--- config.mk ---
export PLATFORM = sky130hd
export DESIGN_NAME = usf_top
export DESIGN_NICKNAME = d
export VERILOG_FILES = /design/src/hw/usf_pkg.sv /design/src/hw/usf_order_if.sv /design/src/hw/usf_top.sv /design/src/hw/usf_bit_order.sv
export SDC_FILE = /design/constraint.sdc
export NUM_CORES = 1
export LEC_CHECK = 0
export BUFFER_PORTS_ARGS = -buffer_cell sky130_fd_sc_hd__buf_2
export CORE_MARGIN = 8
export CORE_UTILIZATION = 25
export DETAILED_ROUTE_END_ITERATION = 10
export GPL_ROUTABILITY_DRIVEN = 1
export SYNTH_ARGS = -nofsm -noshare
export SYNTH_HDL_FRONTEND = slang
export SYNTH_SLANG_ARGS = --single-unit
--- constraint.sdc ---
create_clock -name clk_sys -period 1.7 [get_ports clk_sys]
set_clock_uncertainty 0.2 [all_clocks]
set_input_delay 0.085 -clock clk_sys [delete_from_list [all_inputs] [get_ports clk_sys]]
set_output_delay 0.085 -clock clk_sys [all_outputs]
set_load 0.03 [all_outputs]
--- src/hw/usf_pkg.sv ---
// Package: register map, field positions and reset values of the serial status block
package usf_pkg;
    localparam int USF_AW = 5;
    // Register byte addresses
    localparam logic [USF_AW-1:0] USF_STAT_ADDR = 5'h00;
    localparam logic [USF_AW-1:0] USF_DATA_ADDR = 5'h04;
    localparam logic [USF_AW-1:0] USF_CTRL_ADDR = 5'h08;
    localparam logic [USF_AW-1:0] USF_ISTAT_ADDR = 5'h0C;
    localparam logic [USF_AW-1:0] USF_IMASK_ADDR = 5'h10;
    // Status register field positions
    localparam int USF_TX_IRQ_EN_BIT = 8;
    localparam int USF_RX_IRQ_EN_BIT = 9;
    localparam int USF_ORDER_BIT = 10;
    localparam int USF_THE_BIT = 11;
    localparam int USF_RBF_BIT = 12;
    localparam int USF_FRAMING_BIT = 13;
    localparam int USF_OVERRUN_BIT = 14;
    localparam int USF_PARITY_BIT = 15;
    // Control register field positions
    localparam int USF_SEVEN_BIT = 0;
    localparam int USF_EREC_BIT = 10;
    // Interrupt status and mask field positions
    localparam int USF_EV_TX = 0;
    localparam int USF_EV_RX = 1;
    localparam int USF_EV_ERR = 2;
    localparam int USF_EV_W = 3;
    // Reset values
    localparam logic [7:0] USF_BYTE_RST = 8'h00;
    localparam logic [USF_EV_W-1:0] USF_EV_RST = 3'h0;
    localparam logic USF_THE_RST = 1'b1;
endpackage : usf_pkg

--- src/hw/usf_order_if.sv ---
// Interface: byte handed to the bit-order stage and the reordered result
interface usf_order_if;
    logic [7:0] byte_in;
    logic msb_first;
    logic seven_bit;
    logic [7:0] byte_out;
    modport ctrl (output byte_in, output msb_first, output seven_bit, input byte_out);
    modport stage (input byte_in, input msb_first, input seven_bit, output byte_out);
endinterface : usf_order_if

--- src/hw/usf_top.sv ---
// Serial port status flags, interrupt enables and data buffers behind an APB slave
//
// Behaviour
// RULE1: Transmit request when enabled and holding empty.
// RULE2: Receive request on load or any error.
// RULE3: Order bit picks LSB or MSB first.
// RULE4: Order change after write voids pending byte.
// RULE5: Buffer write clears holding-empty flag.
// RULE6: Shift load sets holding-empty flag.
// RULE7: Received character load sets buffer-full flag.
// RULE8: Reading receive buffer clears buffer-full flag.
// RULE9: Framing error sets framing flag.
// RULE10: New character while unread sets overrun.
// RULE11: Parity mismatch sets parity flag.
// RULE12: Error flags clear only by zero write.
// RULE13: Receive buffer invalid while any error.
// RULE14: Seven-bit mode drops buffer top bit.
// RULE15: One address: read receive, write transmit.
// RULE16: Requests stay while enable and source.
module usf_top (
    // Clock and reset
    input wire logic clk_sys,
    input wire logic rst,
    // APB slave
    input wire logic psel,
    input wire logic penable,
    input wire logic pwrite,
    input wire logic [usf_pkg::USF_AW-1:0] paddr,
    input wire logic [31:0] pwdata,
    output logic [31:0] prdata,
    output logic pready,
    output logic pslverr,
    // Transmit shift engine
    input wire logic tx_shift_load,
    output logic tx_byte_valid,
    output logic [7:0] tx_shift_byte,
    // Receive engine
    input wire logic rx_load,
    input wire logic [7:0] rx_char,
    input wire logic rx_framing_err,
    input wire logic rx_parity_err,
    output logic rx_data_valid,
    // Mode and interrupt outputs
    output logic bit_order_select,
    output logic seven_bit_mode,
    output logic tx_irq_req,
    output logic rx_irq_req,
    output logic irq
);
    import usf_pkg::*;

    ////////////////////////////////////////////////////////////////////////////////
    // Bus decode

    function automatic logic usf_hit(input logic [USF_AW-1:0] a, input logic [USF_AW-1:0] r);
        return a == r;
    endfunction : usf_hit

    logic acc;
    logic wr;
    logic rd;
    logic mapped;

    assign acc = psel & penable;
    assign wr = acc & pwrite;
    assign rd = acc & ~pwrite;
    // Zero wait states: every access completes in its first access cycle
    assign pready = 1'b1;

    always_comb begin
        if (usf_hit(paddr, USF_STAT_ADDR)) begin
            mapped = 1'b1;
        end else if (usf_hit(paddr, USF_DATA_ADDR)) begin
            mapped = 1'b1;
        end else if (usf_hit(paddr, USF_CTRL_ADDR)) begin
            mapped = 1'b1;
        end else if (usf_hit(paddr, USF_ISTAT_ADDR)) begin
            mapped = 1'b1;
        end else if (usf_hit(paddr, USF_IMASK_ADDR)) begin
            mapped = 1'b1;
        end else begin
            mapped = 1'b0;
        end
    end

    // Unmapped access: error response, and any write is dropped
    assign pslverr = acc & ~mapped;

    logic wr_stat;
    logic wr_data;
    logic wr_ctrl;
    logic wr_istat;
    logic wr_imask;
    logic rd_data;

    assign wr_stat = wr & usf_hit(paddr, USF_STAT_ADDR);
    // RULE15 shared address
    assign wr_data = wr & usf_hit(paddr, USF_DATA_ADDR);
    assign rd_data = rd & usf_hit(paddr, USF_DATA_ADDR);
    assign wr_ctrl = wr & usf_hit(paddr, USF_CTRL_ADDR);
    assign wr_istat = wr & usf_hit(paddr, USF_ISTAT_ADDR);
    assign wr_imask = wr & usf_hit(paddr, USF_IMASK_ADDR);

    ////////////////////////////////////////////////////////////////////////////////
    // Software controlled bits

    logic tx_irq_en_reg;
    logic rx_irq_en_reg;
    logic order_reg;
    logic seven_reg;
    logic order_change;

    // A status write replaces all three software bits; the flags are read-only
    always_ff @(posedge clk_sys) begin
        if (rst) begin
            tx_irq_en_reg <= 1'b0;
            rx_irq_en_reg <= 1'b0;
            order_reg <= 1'b0;
        end else if (wr_stat) begin
            tx_irq_en_reg <= pwdata[USF_TX_IRQ_EN_BIT];
            rx_irq_en_reg <= pwdata[USF_RX_IRQ_EN_BIT];
            order_reg <= pwdata[USF_ORDER_BIT];
        end
    end

    always_ff @(posedge clk_sys) begin
        if (rst) begin
            seven_reg <= 1'b0;
        end else if (wr_ctrl) begin
            seven_reg <= pwdata[USF_SEVEN_BIT];
        end
    end

    // Order changes on any status write, even while a byte pends; a change voids a waiting byte
    assign order_change = wr_stat & (pwdata[USF_ORDER_BIT] != order_reg);
    assign bit_order_select = order_reg;
    assign seven_bit_mode = seven_reg;

    ////////////////////////////////////////////////////////////////////////////////
    // Transmit buffer and holding-empty flag

    logic [7:0] tx_buf_reg;
    logic the_reg;
    logic the_next;
    logic tx_taken;

    // The engine only takes a byte while one is pending
    assign tx_taken = tx_shift_load & ~the_reg;

    always_ff @(posedge clk_sys) begin
        if (rst) begin
            tx_buf_reg <= USF_BYTE_RST;
        end else if (wr_data) begin
            // RULE14 seven-bit transmit
            tx_buf_reg <= seven_reg ? {1'b0, pwdata[6:0]} : pwdata[7:0];
        end
    end

    always_comb begin
        the_next = the_reg;
        if (wr_data) begin
            // RULE5 write clears empty
            the_next = 1'b0;
        end else if (tx_taken) begin
            // RULE6 load sets empty
            the_next = 1'b1;
        end else if (order_change && !the_reg) begin
            // RULE4 pending byte voided
            the_next = 1'b1;
        end
    end

    always_ff @(posedge clk_sys) begin
        if (rst) begin
            the_reg <= USF_THE_RST;
        end else begin
            the_reg <= the_next;
        end
    end

    assign tx_byte_valid = ~the_reg;

    // The buffer keeps software order; the stage reorders on the way out
    usf_order_if ord_if ();

    assign ord_if.byte_in = tx_buf_reg;
    assign ord_if.msb_first = order_reg;
    assign ord_if.seven_bit = seven_reg;

    usf_bit_order u_order (
        .ord(ord_if.stage)
    );

    // RULE3 ordered byte
    assign tx_shift_byte = ord_if.byte_out;

    ////////////////////////////////////////////////////////////////////////////////
    // Receive buffer and flags

    logic [7:0] rx_buf_reg;
    logic rbf_reg;
    logic framing_err_reg;
    logic overrun_err_reg;
    logic parity_err_reg;
    logic err_clear;
    logic any_err;

    // Writing zero to the clear bit triggers the clear; writing one does nothing
    assign err_clear = wr_ctrl & ~pwdata[USF_EREC_BIT];

    always_ff @(posedge clk_sys) begin
        if (rst) begin
            rx_buf_reg <= USF_BYTE_RST;
        end else if (rx_load) begin
            // RULE14 seven-bit receive
            rx_buf_reg <= seven_reg ? {1'b0, rx_char[6:0]} : rx_char;
        end
    end

    always_ff @(posedge clk_sys) begin
        if (rst) begin
            rbf_reg <= 1'b0;
        end else if (rx_load) begin
            // RULE7 load sets full
            rbf_reg <= 1'b1;
        end else if (rd_data) begin
            // RULE8 read clears full
            rbf_reg <= 1'b0;
        end
    end

    // Each error flag: a new detect wins over a clear in the same cycle
    always_ff @(posedge clk_sys) begin
        if (rst) begin
            framing_err_reg <= 1'b0;
        end else if (rx_load && rx_framing_err) begin
            // RULE9 framing set
            framing_err_reg <= 1'b1;
        end else if (err_clear) begin
            // RULE12 zero write clears
            framing_err_reg <= 1'b0;
        end
    end

    always_ff @(posedge clk_sys) begin
        if (rst) begin
            overrun_err_reg <= 1'b0;
        end else if (rx_load && rbf_reg && !rd_data) begin
            // RULE10 overrun set
            overrun_err_reg <= 1'b1;
        end else if (err_clear) begin
            // RULE12 zero write clears
            overrun_err_reg <= 1'b0;
        end
    end

    always_ff @(posedge clk_sys) begin
        if (rst) begin
            parity_err_reg <= 1'b0;
        end else if (rx_load && rx_parity_err) begin
            // RULE11 parity set
            parity_err_reg <= 1'b1;
        end else if (err_clear) begin
            // RULE12 zero write clears
            parity_err_reg <= 1'b0;
        end
    end

    // Any error flag voids the buffer content until software clears it
    assign any_err = framing_err_reg | overrun_err_reg | parity_err_reg;
    // RULE13 invalid on error
    assign rx_data_valid = rbf_reg & ~any_err;

    ////////////////////////////////////////////////////////////////////////////////
    // Interrupt requests

    // RULE1 transmit request
    // RULE16 level request
    assign tx_irq_req = tx_irq_en_reg & the_reg;
    // RULE2 receive request
    assign rx_irq_req = rx_irq_en_reg & (rbf_reg | any_err);

    // Interrupt pin: sticky event bits, separate from the enable-gated requests
    logic [USF_EV_W-1:0] ev;
    logic [USF_EV_W-1:0] istat_reg;
    logic [USF_EV_W-1:0] imask_reg;

    always_comb begin
        ev = '0;
        ev[USF_EV_TX] = tx_taken;
        ev[USF_EV_RX] = rx_load;
        ev[USF_EV_ERR] = rx_load & (rx_framing_err | rx_parity_err | (rbf_reg & ~rd_data));
    end

    // Sticky events; an event in the clearing cycle stays set
    always_ff @(posedge clk_sys) begin
        if (rst) begin
            istat_reg <= USF_EV_RST;
        end else if (wr_istat) begin
            istat_reg <= (istat_reg & ~pwdata[USF_EV_W-1:0]) | ev;
        end else begin
            istat_reg <= istat_reg | ev;
        end
    end

    always_ff @(posedge clk_sys) begin
        if (rst) begin
            imask_reg <= USF_EV_RST;
        end else if (wr_imask) begin
            imask_reg <= pwdata[USF_EV_W-1:0];
        end
    end

    // The mask gates only the pin; status bits still record every event
    assign irq = |(istat_reg & imask_reg);

    ////////////////////////////////////////////////////////////////////////////////
    // Read mux

    // No side effect in the mux; the data read clears full in its own process
    always_comb begin
        prdata = 32'h0000_0000;
        if (usf_hit(paddr, USF_STAT_ADDR)) begin
            prdata[USF_TX_IRQ_EN_BIT] = tx_irq_en_reg;
            prdata[USF_RX_IRQ_EN_BIT] = rx_irq_en_reg;
            prdata[USF_ORDER_BIT] = order_reg;
            prdata[USF_THE_BIT] = the_reg;
            prdata[USF_RBF_BIT] = rbf_reg;
            prdata[USF_FRAMING_BIT] = framing_err_reg;
            prdata[USF_OVERRUN_BIT] = overrun_err_reg;
            prdata[USF_PARITY_BIT] = parity_err_reg;
        end else if (usf_hit(paddr, USF_DATA_ADDR)) begin
            // RULE15 read returns receive
            prdata[7:0] = rx_buf_reg;
        end else if (usf_hit(paddr, USF_CTRL_ADDR)) begin
            // Clear bit reads as one: it is a trigger, not stored
            prdata[USF_SEVEN_BIT] = seven_reg;
            prdata[USF_EREC_BIT] = 1'b1;
        end else if (usf_hit(paddr, USF_ISTAT_ADDR)) begin
            prdata[USF_EV_W-1:0] = istat_reg;
        end else if (usf_hit(paddr, USF_IMASK_ADDR)) begin
            prdata[USF_EV_W-1:0] = imask_reg;
        end
    end
endmodule : usf_top

--- src/hw/usf_bit_order.sv ---
// Bit-order stage: presents a byte so that the shift engine always sends bit 0 first
module usf_bit_order (
    // Order request and result
    usf_order_if.stage ord
);
    import usf_pkg::*;

    function automatic logic [7:0] usf_rev8(input logic [7:0] v);
        logic [7:0] r;
        r = 8'h00;
        for (int i = 0; i < 8; i++) begin
            r[i] = v[7-i];
        end
        return r;
    endfunction : usf_rev8

    logic [7:0] rev;

    // RULE3 order select
    always_comb begin
        rev = usf_rev8(ord.byte_in);
        if (!ord.msb_first) begin
            ord.byte_out = ord.byte_in;
        end else if (ord.seven_bit) begin
            // Seven-bit characters reverse only the valid seven bits
            ord.byte_out = {1'b0, rev[7:1]};
        end else begin
            ord.byte_out = rev;
        end
    end
endmodule : usf_bit_order

-- After elaboration in Yosys (flattened, before gate mapping)
Index checks and enable logic that the tools add are counted.
- register bits after elaboration: 31
- input port bits: 54
- output and inout port bits: 49
- word-level logic and storage cells: 97
- equal/unequal tests: 5
- muxes and demuxes: 31
- bitwise gates (word level): 34
- reduce and logical (&&, ||, !) cells: 14
- operators with widths (cell ; number):
    $mux W8 ; 5
    $and A1 B1 Y1 ; 18
    $mux W1 ; 18
    $mux W3 ; 4
    $eq A5 B4 Y1 const B ; 2
    $mux W5 ; 2
    $reduce_bool A2 Y1 ; 4
    $and A3 B3 Y3 ; 2
    $not A1 Y1 ; 6
    $or A3 B3 Y3 ; 2
    $eq A5 B3 Y1 const B ; 1
    $eq A5 B5 Y1 const B ; 1
    $logic_and A1 B1 Y1 ; 5
    $logic_not A5 Y1 ; 1
    $or A1 B1 Y1 ; 5
    $mux W2 ; 2
    $not A3 Y3 ; 1
    $reduce_bool A3 Y1 ; 1
    $reduce_or A3 Y1 ; 1
    $logic_not A1 Y1 ; 2
    $ne A1 B1 Y1 ; 1

-- Logic depth before layout (Yosys ltp)
Gate-level depths: netlist of run 1.
- word-level depth: 9
- depth in mapped cells: 5
- depth with buffers taken out: 3

-- Modules after synthesis
From an unflattened synthesis of run 1, not the netlist that was laid out.
- cells, all modules: 227
- area, all modules: 1894.3 µm²
- modules (own cells, without submodules) (module ; instances ; cells each ; area each (µm²) ; sequential area each (µm²)):
    usf_top ; 1 ; 202 ; 1726.7 ; 620.6
    usf_bit_order ; 1 ; 25 ; 167.7 ; 0.0

-- Worst setup path before layout of run 1
Ideal clock, no wire load.
- path kind: register to output
- start point: register order_reg, in the netlist bit_order_select
- end point: output port tx_shift_byte[0]
- data arrival time: 1.616 ns
- required time: 1.415 ns
- setup slack: -0.201 ns
- stages on the path, launching flop included: 5
- path buffers: 2
- cell sequence: dfxtp_1 > clkbuf_1 > clkbuf_1 > nor2_1 > a21oi_1
- word-level cells in the longest chain between the ends: 1
- RTL lines (what ; RTL line ; source):
    start, declared ; usf_top.sv:109 ; logic order_reg;
    start signal, assigned ; usf_top.sv:122 ; order_reg <= pwdata[USF_ORDER_BIT];
    $mux W8 ; usf_bit_order.sv:22 ; if (!ord.msb_first) begin
    end, declared ; usf_top.sv:36 ; output logic [7:0] tx_shift_byte,
No other way between the ends.

-- Final worst setup path of run 1
- start point: input port paddr[2] (netlist bit)
- end point: register rx_irq_en_reg
- word-level cells in the longest chain between the ends: 2
- RTL lines (what ; RTL line ; source):
    start, declared ; usf_top.sv:28 ; input wire logic [usf_pkg::USF_AW-1:0] paddr,
    $logic_not A5 Y1 ; usf_top.sv:56 ; return a == r;
    $and A1 B1 Y1 ; usf_top.sv:96 ; assign wr_stat = wr & usf_hit(paddr, USF_STAT_ADDR);
    end signal, assigned ; usf_top.sv:121 ; rx_irq_en_reg <= pwdata[USF_RX_IRQ_EN_BIT];
    end, declared ; usf_top.sv:108 ; logic rx_irq_en_reg;
No other way between the ends.
A chain may end at the register's enable or synchronous reset.

==> results of run 1 <==
==> kinds of logic after synthesis <==
family                    count (synthesis)  share of synthesized area, %
muxes                                    22                          11.9
and+or+nand+nor                          77                          23.4
AOI/OAI and AO/OA                        48                          17.1
other                                     2                         0.403
DFF                                      31                          33.3
xor gates and xnor gates                  1                         0.470
buffers and inverters                    43                          13.5
==> Yosys cell counts, types with 3 or more instances <==
cell / instances
buf_4: 18
nand4_1: 12
nand2_1: 14
inv_1: 9
o21ai_0: 5
nand3b_1: 3
and3_1: 14
clkbuf_1: 13
buf_6: 3
o41a_1: 3
o31ai_1: 12
dfxtp_1: 31
nor2_1: 16
a21oi_1: 19
mux2i_1: 21
==> area by class of cell <==
cell class | instances | area share, %
clock buffer | 6 | 3.02
sequential | 31 | 22.9
multi-input combinational | 165 | 39.8
tap | 99 | 4.54
clock inverter | 2 | 1.28
timing repair buffer | 110 | 27.2
inverter | 9 | 1.24
==> per-layer routing <==
layer | up-vias | wire (µm) | track usage (%)
met5 | - | 0 | 0
met4 | 0 | 49 | 2.71
met3 | 6 | 443 | 3.00
met2 | 61 | 2830 | 19.8
met1 | 919 | 2720 | 14.2
li1 | 974 | - | -
==> path summary, 6_finish.rpt <==
| path | startpoint | end | slack, ps | cells after the start |
|---|---|---|---|---|
| max | paddr[2] | rx_irq_en_reg | 60 | 6 |
| max reg2reg | rx_irq_en_reg | rx_irq_en_reg | 290 | 3 |
| min reg2reg | rx_buf_reg[7] | rx_buf_reg[7] | 270 | 2 |
| min | rx_load | rx_buf_reg[7] | 10 | 3 |
==> worst max-delay path: stages <==
cell and delay [ps]:
buf_2 110, buf_4 150, or2_2 350, o31ai_1 250, a21oi_1 100, dlygate4sd3_1 560
==> through the flow <==
stage / setup TNS (ps) / hold WS, ps
2_1_floorplan: -398 / 17.6
3_3_place_gp: 0 / 118
3_5_place_dp: 0 / 126
4_1_cts: 0 / 9.22
5_1_grt: 0 / 18.3
6_report: 0 / 14.2
==> power by group <==
group	internal [µW]	switching (µW)	total, µW
clock	474	284	758
sequential	749	17.2	766
combinational	131	183	313
total	1350	484	1840
==> repair_timing <==
| action | in CTS | in global routing |
|---|---|---|
| pin swaps | 0 | 0 |
| endpoints found under the hold margin | 28 | 0 |
| endpoints found under the setup margin | 8 | 5 |
| hold buffers | 31 | 0 |
| resized for setup | 2 | 4 |
==> flow_summary.ini, run 1 <==
[floorplan]
start_util_pct = 25.7
die_y_um = 102
coreArea_mm2 = 0.00725
rows = 31
die_w_um = 102
dieArea_mm2 = 0.0105
num_io_pins = 103

[hold_path]
hold_class = input pin to flip-flop

[placement]
dp.cells = 383
place_congestion = 0.828
dp_hpwl_mm = 4.72
pre_cts_ws_ps = 7.10
placed_area_mm2 = 0.00229
port_buffers = 64

[yosys]
seq_area_frac_synth_pct = 33.3
synthFlopType = dfxtp_1
ys_warn_count = 0
async_flop_share_pct = 0
synth.area.top_cells = dfxtp_1, mux2i_1, buf_4, a21oi_1, o31ai_1
syn_avg_cell_area_um2 = 8.32
ys_ff_latch = 31
yosys.area.top_type = dfxtp_1
yosysUniqueCellTypes = 40
yosys.area.top_type_share_pct = 33.3
synthesis.area_mm2 = 0.00186
synth_edf_count = 0
syn_inst = 224

[layout]
nets = 376
n_antenna_cell = 0
layout_commonest_cell = buf_2
multi_input_area_mm2 = 0.00109
fillCellCount = 761
syn2layout_area_growth_pct = 46.4
final_cell_mix = buf_2, dlygate4sd3_1, dfxtp_1, mux2i_1, conb_1
final_cells = 422
area.sequential_um2 = 626
post-route-util_pct = 37.6
design_area_mm2 = 0.00273
drive_above_1_share_pct = 32.5

[route]
num_vias = 1960
ant_nets = 0
first_pass_iters = 4
first_iter_violations = 96
drc = 0
drt_wl_total_mm = 6.05
wire_per_inst_um = 14.3
via_per_inst = 4.64

[clock_tree]
htreeDepth = 2
numCtsBuffers = 5
clkTransAtPathRegs_ps = 70
clk_latency_ps = 280
clock-sinks = 31
cts_tree = built
cts-root-buf = clkbuf_8
post-cts-setup-buffer-count = 0
cts_max_path_buffers = 2

[setup_path]
critPathArrivalTime_ps = 1610
crit_required_ps = 1670
cp_max_fo = 7
worst_setup_path_end_kind = flip-flop
start_kind = input pin
path_class = input pin to flip-flop

[outcome]
status = complete, no violations

[pwr]
ir_worst_vdd_mv = 0.326
power_uw = 1840
p_leak_uw = 0.00129
p_per_area_mw_per_mm2 = 673

[sta]
period_share_pct = 96.6
finalSetupViolCount = 0
drv_slew = 0
rsz0062_at_grt = false
fin_ws_ps = 57.8
hold_viol_final = 0
fmax_ghz = 0.609
period_needed_ps = 1640

[global_route]
grt_pass1_wl_mm = 9.68
grt_start_max_net_pins = 16
grt_use_total_pct = 11.6
grt_remaining_overflow = 0
grt_pass1_vias = 1965
antenna_found_initial = 0

[job]
maxCapViolations = 0
Power figures use the tool's default switching activity.
==> inputs of run 2 (changes only) <==
PLACE_DENSITY = 0.59   (was not set)
==> flow_summary.ini, run 2 (synthesis results as in run 1) <==
[outcome]
status = complete, no violations

[layout]
syn2layout_area_growth_pct = 42.7
area.sequential_um2 = 626
design_area_mm2 = 0.00266
n_antenna_cell = 0
final_cell_mix = buf_2, dfxtp_1, dlygate4sd3_1, mux2i_1, conb_1
layout_commonest_cell = buf_2
multi_input_area_mm2 = 0.00110
final_cells = 415
post-route-util_pct = 36.7
fillCellCount = 791
nets = 370
drive_above_1_share_pct = 33.2

[global_route]
grt_pass1_vias = 1880
grt_remaining_overflow = 0
grt_pass1_wl_mm = 9.36
grt_start_max_net_pins = 16
grt_use_total_pct = 11.5
antenna_found_initial = 0

[route]
first_iter_violations = 62
ant_nets = 0
via_per_inst = 4.60
dr.max_layer_used = met4
wire_per_inst_um = 14.3
num_vias = 1908
first_pass_iters = 4
drc = 0
wl_met2_mm = 2.78
drt_wl_total_mm = 5.95
wl_met3_um = 378
drt-met1-wl_mm = 2.74

[placement]
placed_area_mm2 = 0.00228
port_buffers = 64
place_congestion = 0.832
dp_hpwl_mm = 4.64
dp.cells = 382

[clock_tree]
htreeDepth = 2
clock-sinks = 31
numCtsBuffers = 5
cts-root-buf = clkbuf_8
clkTransAtPathRegs_ps = 70
cts_max_path_buffers = 2
post-cts-setup-buffer-count = 0
clk_latency_ps = 280
cts_tree = built

[setup_path]
cp_slowest_cell = dlygate4sd3_1
worst_setup_path_end_kind = flip-flop
start_kind = input pin
cp_max_fo = 7
critPathArrivalTime_ps = 1630
crit_required_ps = 1670
path_class = input pin to flip-flop
slowest_delay_ps = 560
path_cells = buf_2 > or3_4 > o31ai_1 > a21oi_2 > dlygate4sd3_1
reg2reg_depth = 3

[job]
maxCapViolations = 0

[hold_path]
holdPathStages = 3
hold_class = input pin to flip-flop

[floorplan]
coreArea_mm2 = 0.00725
start_util_pct = 25.7
num_io_pins = 103
die_w_um = 102
die_y_um = 102
dieArea_mm2 = 0.0105
rows = 31

[sta]
fmax_ghz = 0.601
period_share_pct = 97.9
drv_slew = 0
rsz0062_at_grt = true
finalSetupViolCount = 0
hold_viol_final = 0
holdWs_ps = 10.4
period_needed_ps = 1660

[pwr]
p_per_area_mw_per_mm2 = 627
p_leak_uw = 0.00125
ir_worst_vdd_mv = 0.243
==> run 2: stage by stage <==
| stage | setup slack, ps | TNS [ps] | power, µW |
|---|---|---|---|
| 2_1_floorplan | -183 | -398 | 976 |
| 3_3_place_gp | 22.3 | 0 | 1040 |
| 3_5_place_dp | 11.7 | 0 | 1040 |
| 4_1_cts | 25.8 | 0 | 1690 |
| 5_1_grt | -9.47 | -13.3 | 1740 |
| 6_report | 35.6 | 0 | 1670 |
==> run 2: power by group <==
group / internal (µW) / leakage [µW] / switching, µW
sequential: 749 / 0.000254 / 17.8
combinational: 121 / 0.000949 / 182
clock: 317 / 0.0000470 / 281
==> run 2: layout make-up <==
cell class	instances	area share (%)
inverter	9	1.27
clock inverter	1	0.188
clock buffer	6	3.10
tap	99	4.66
timing repair buffer	104	25.8
multi-input combinational	165	41.5
sequential	31	23.5
==> run 2: worst paths after layout <==
path / start / endpoint / slack (ps)
max: paddr[4] / seven_bit_mode / 40
min: rx_load / rx_buf_reg[7] / 10
max reg2reg: seven_bit_mode / seven_bit_mode / 150
min reg2reg: rx_buf_reg[7] / rx_buf_reg[7] / 270
==> run 2: layer usage <==
metal	GRT usage, %	vias up
met2	18.6	55
li1	-	959
met1	14.5	889
met5	0	-
met4	3.72	0
met3	2.79	5
==> run 2: critical path, delay by kind of cell <==
kind / cells / cell delay, ps
AND/OR/NAND/NOR: 1 / 440
buffers and inverters: 2 / 690
AO/OA/AOI/OAI: 2 / 420
==> run 2: what timing repair did <==
action / in CTS / in global routing
gates resized for setup: 2 / 6
hold endpoints to repair: 29 / 0
hold buffers: 26 / 0
endpoints found under the setup margin: 8 / 5
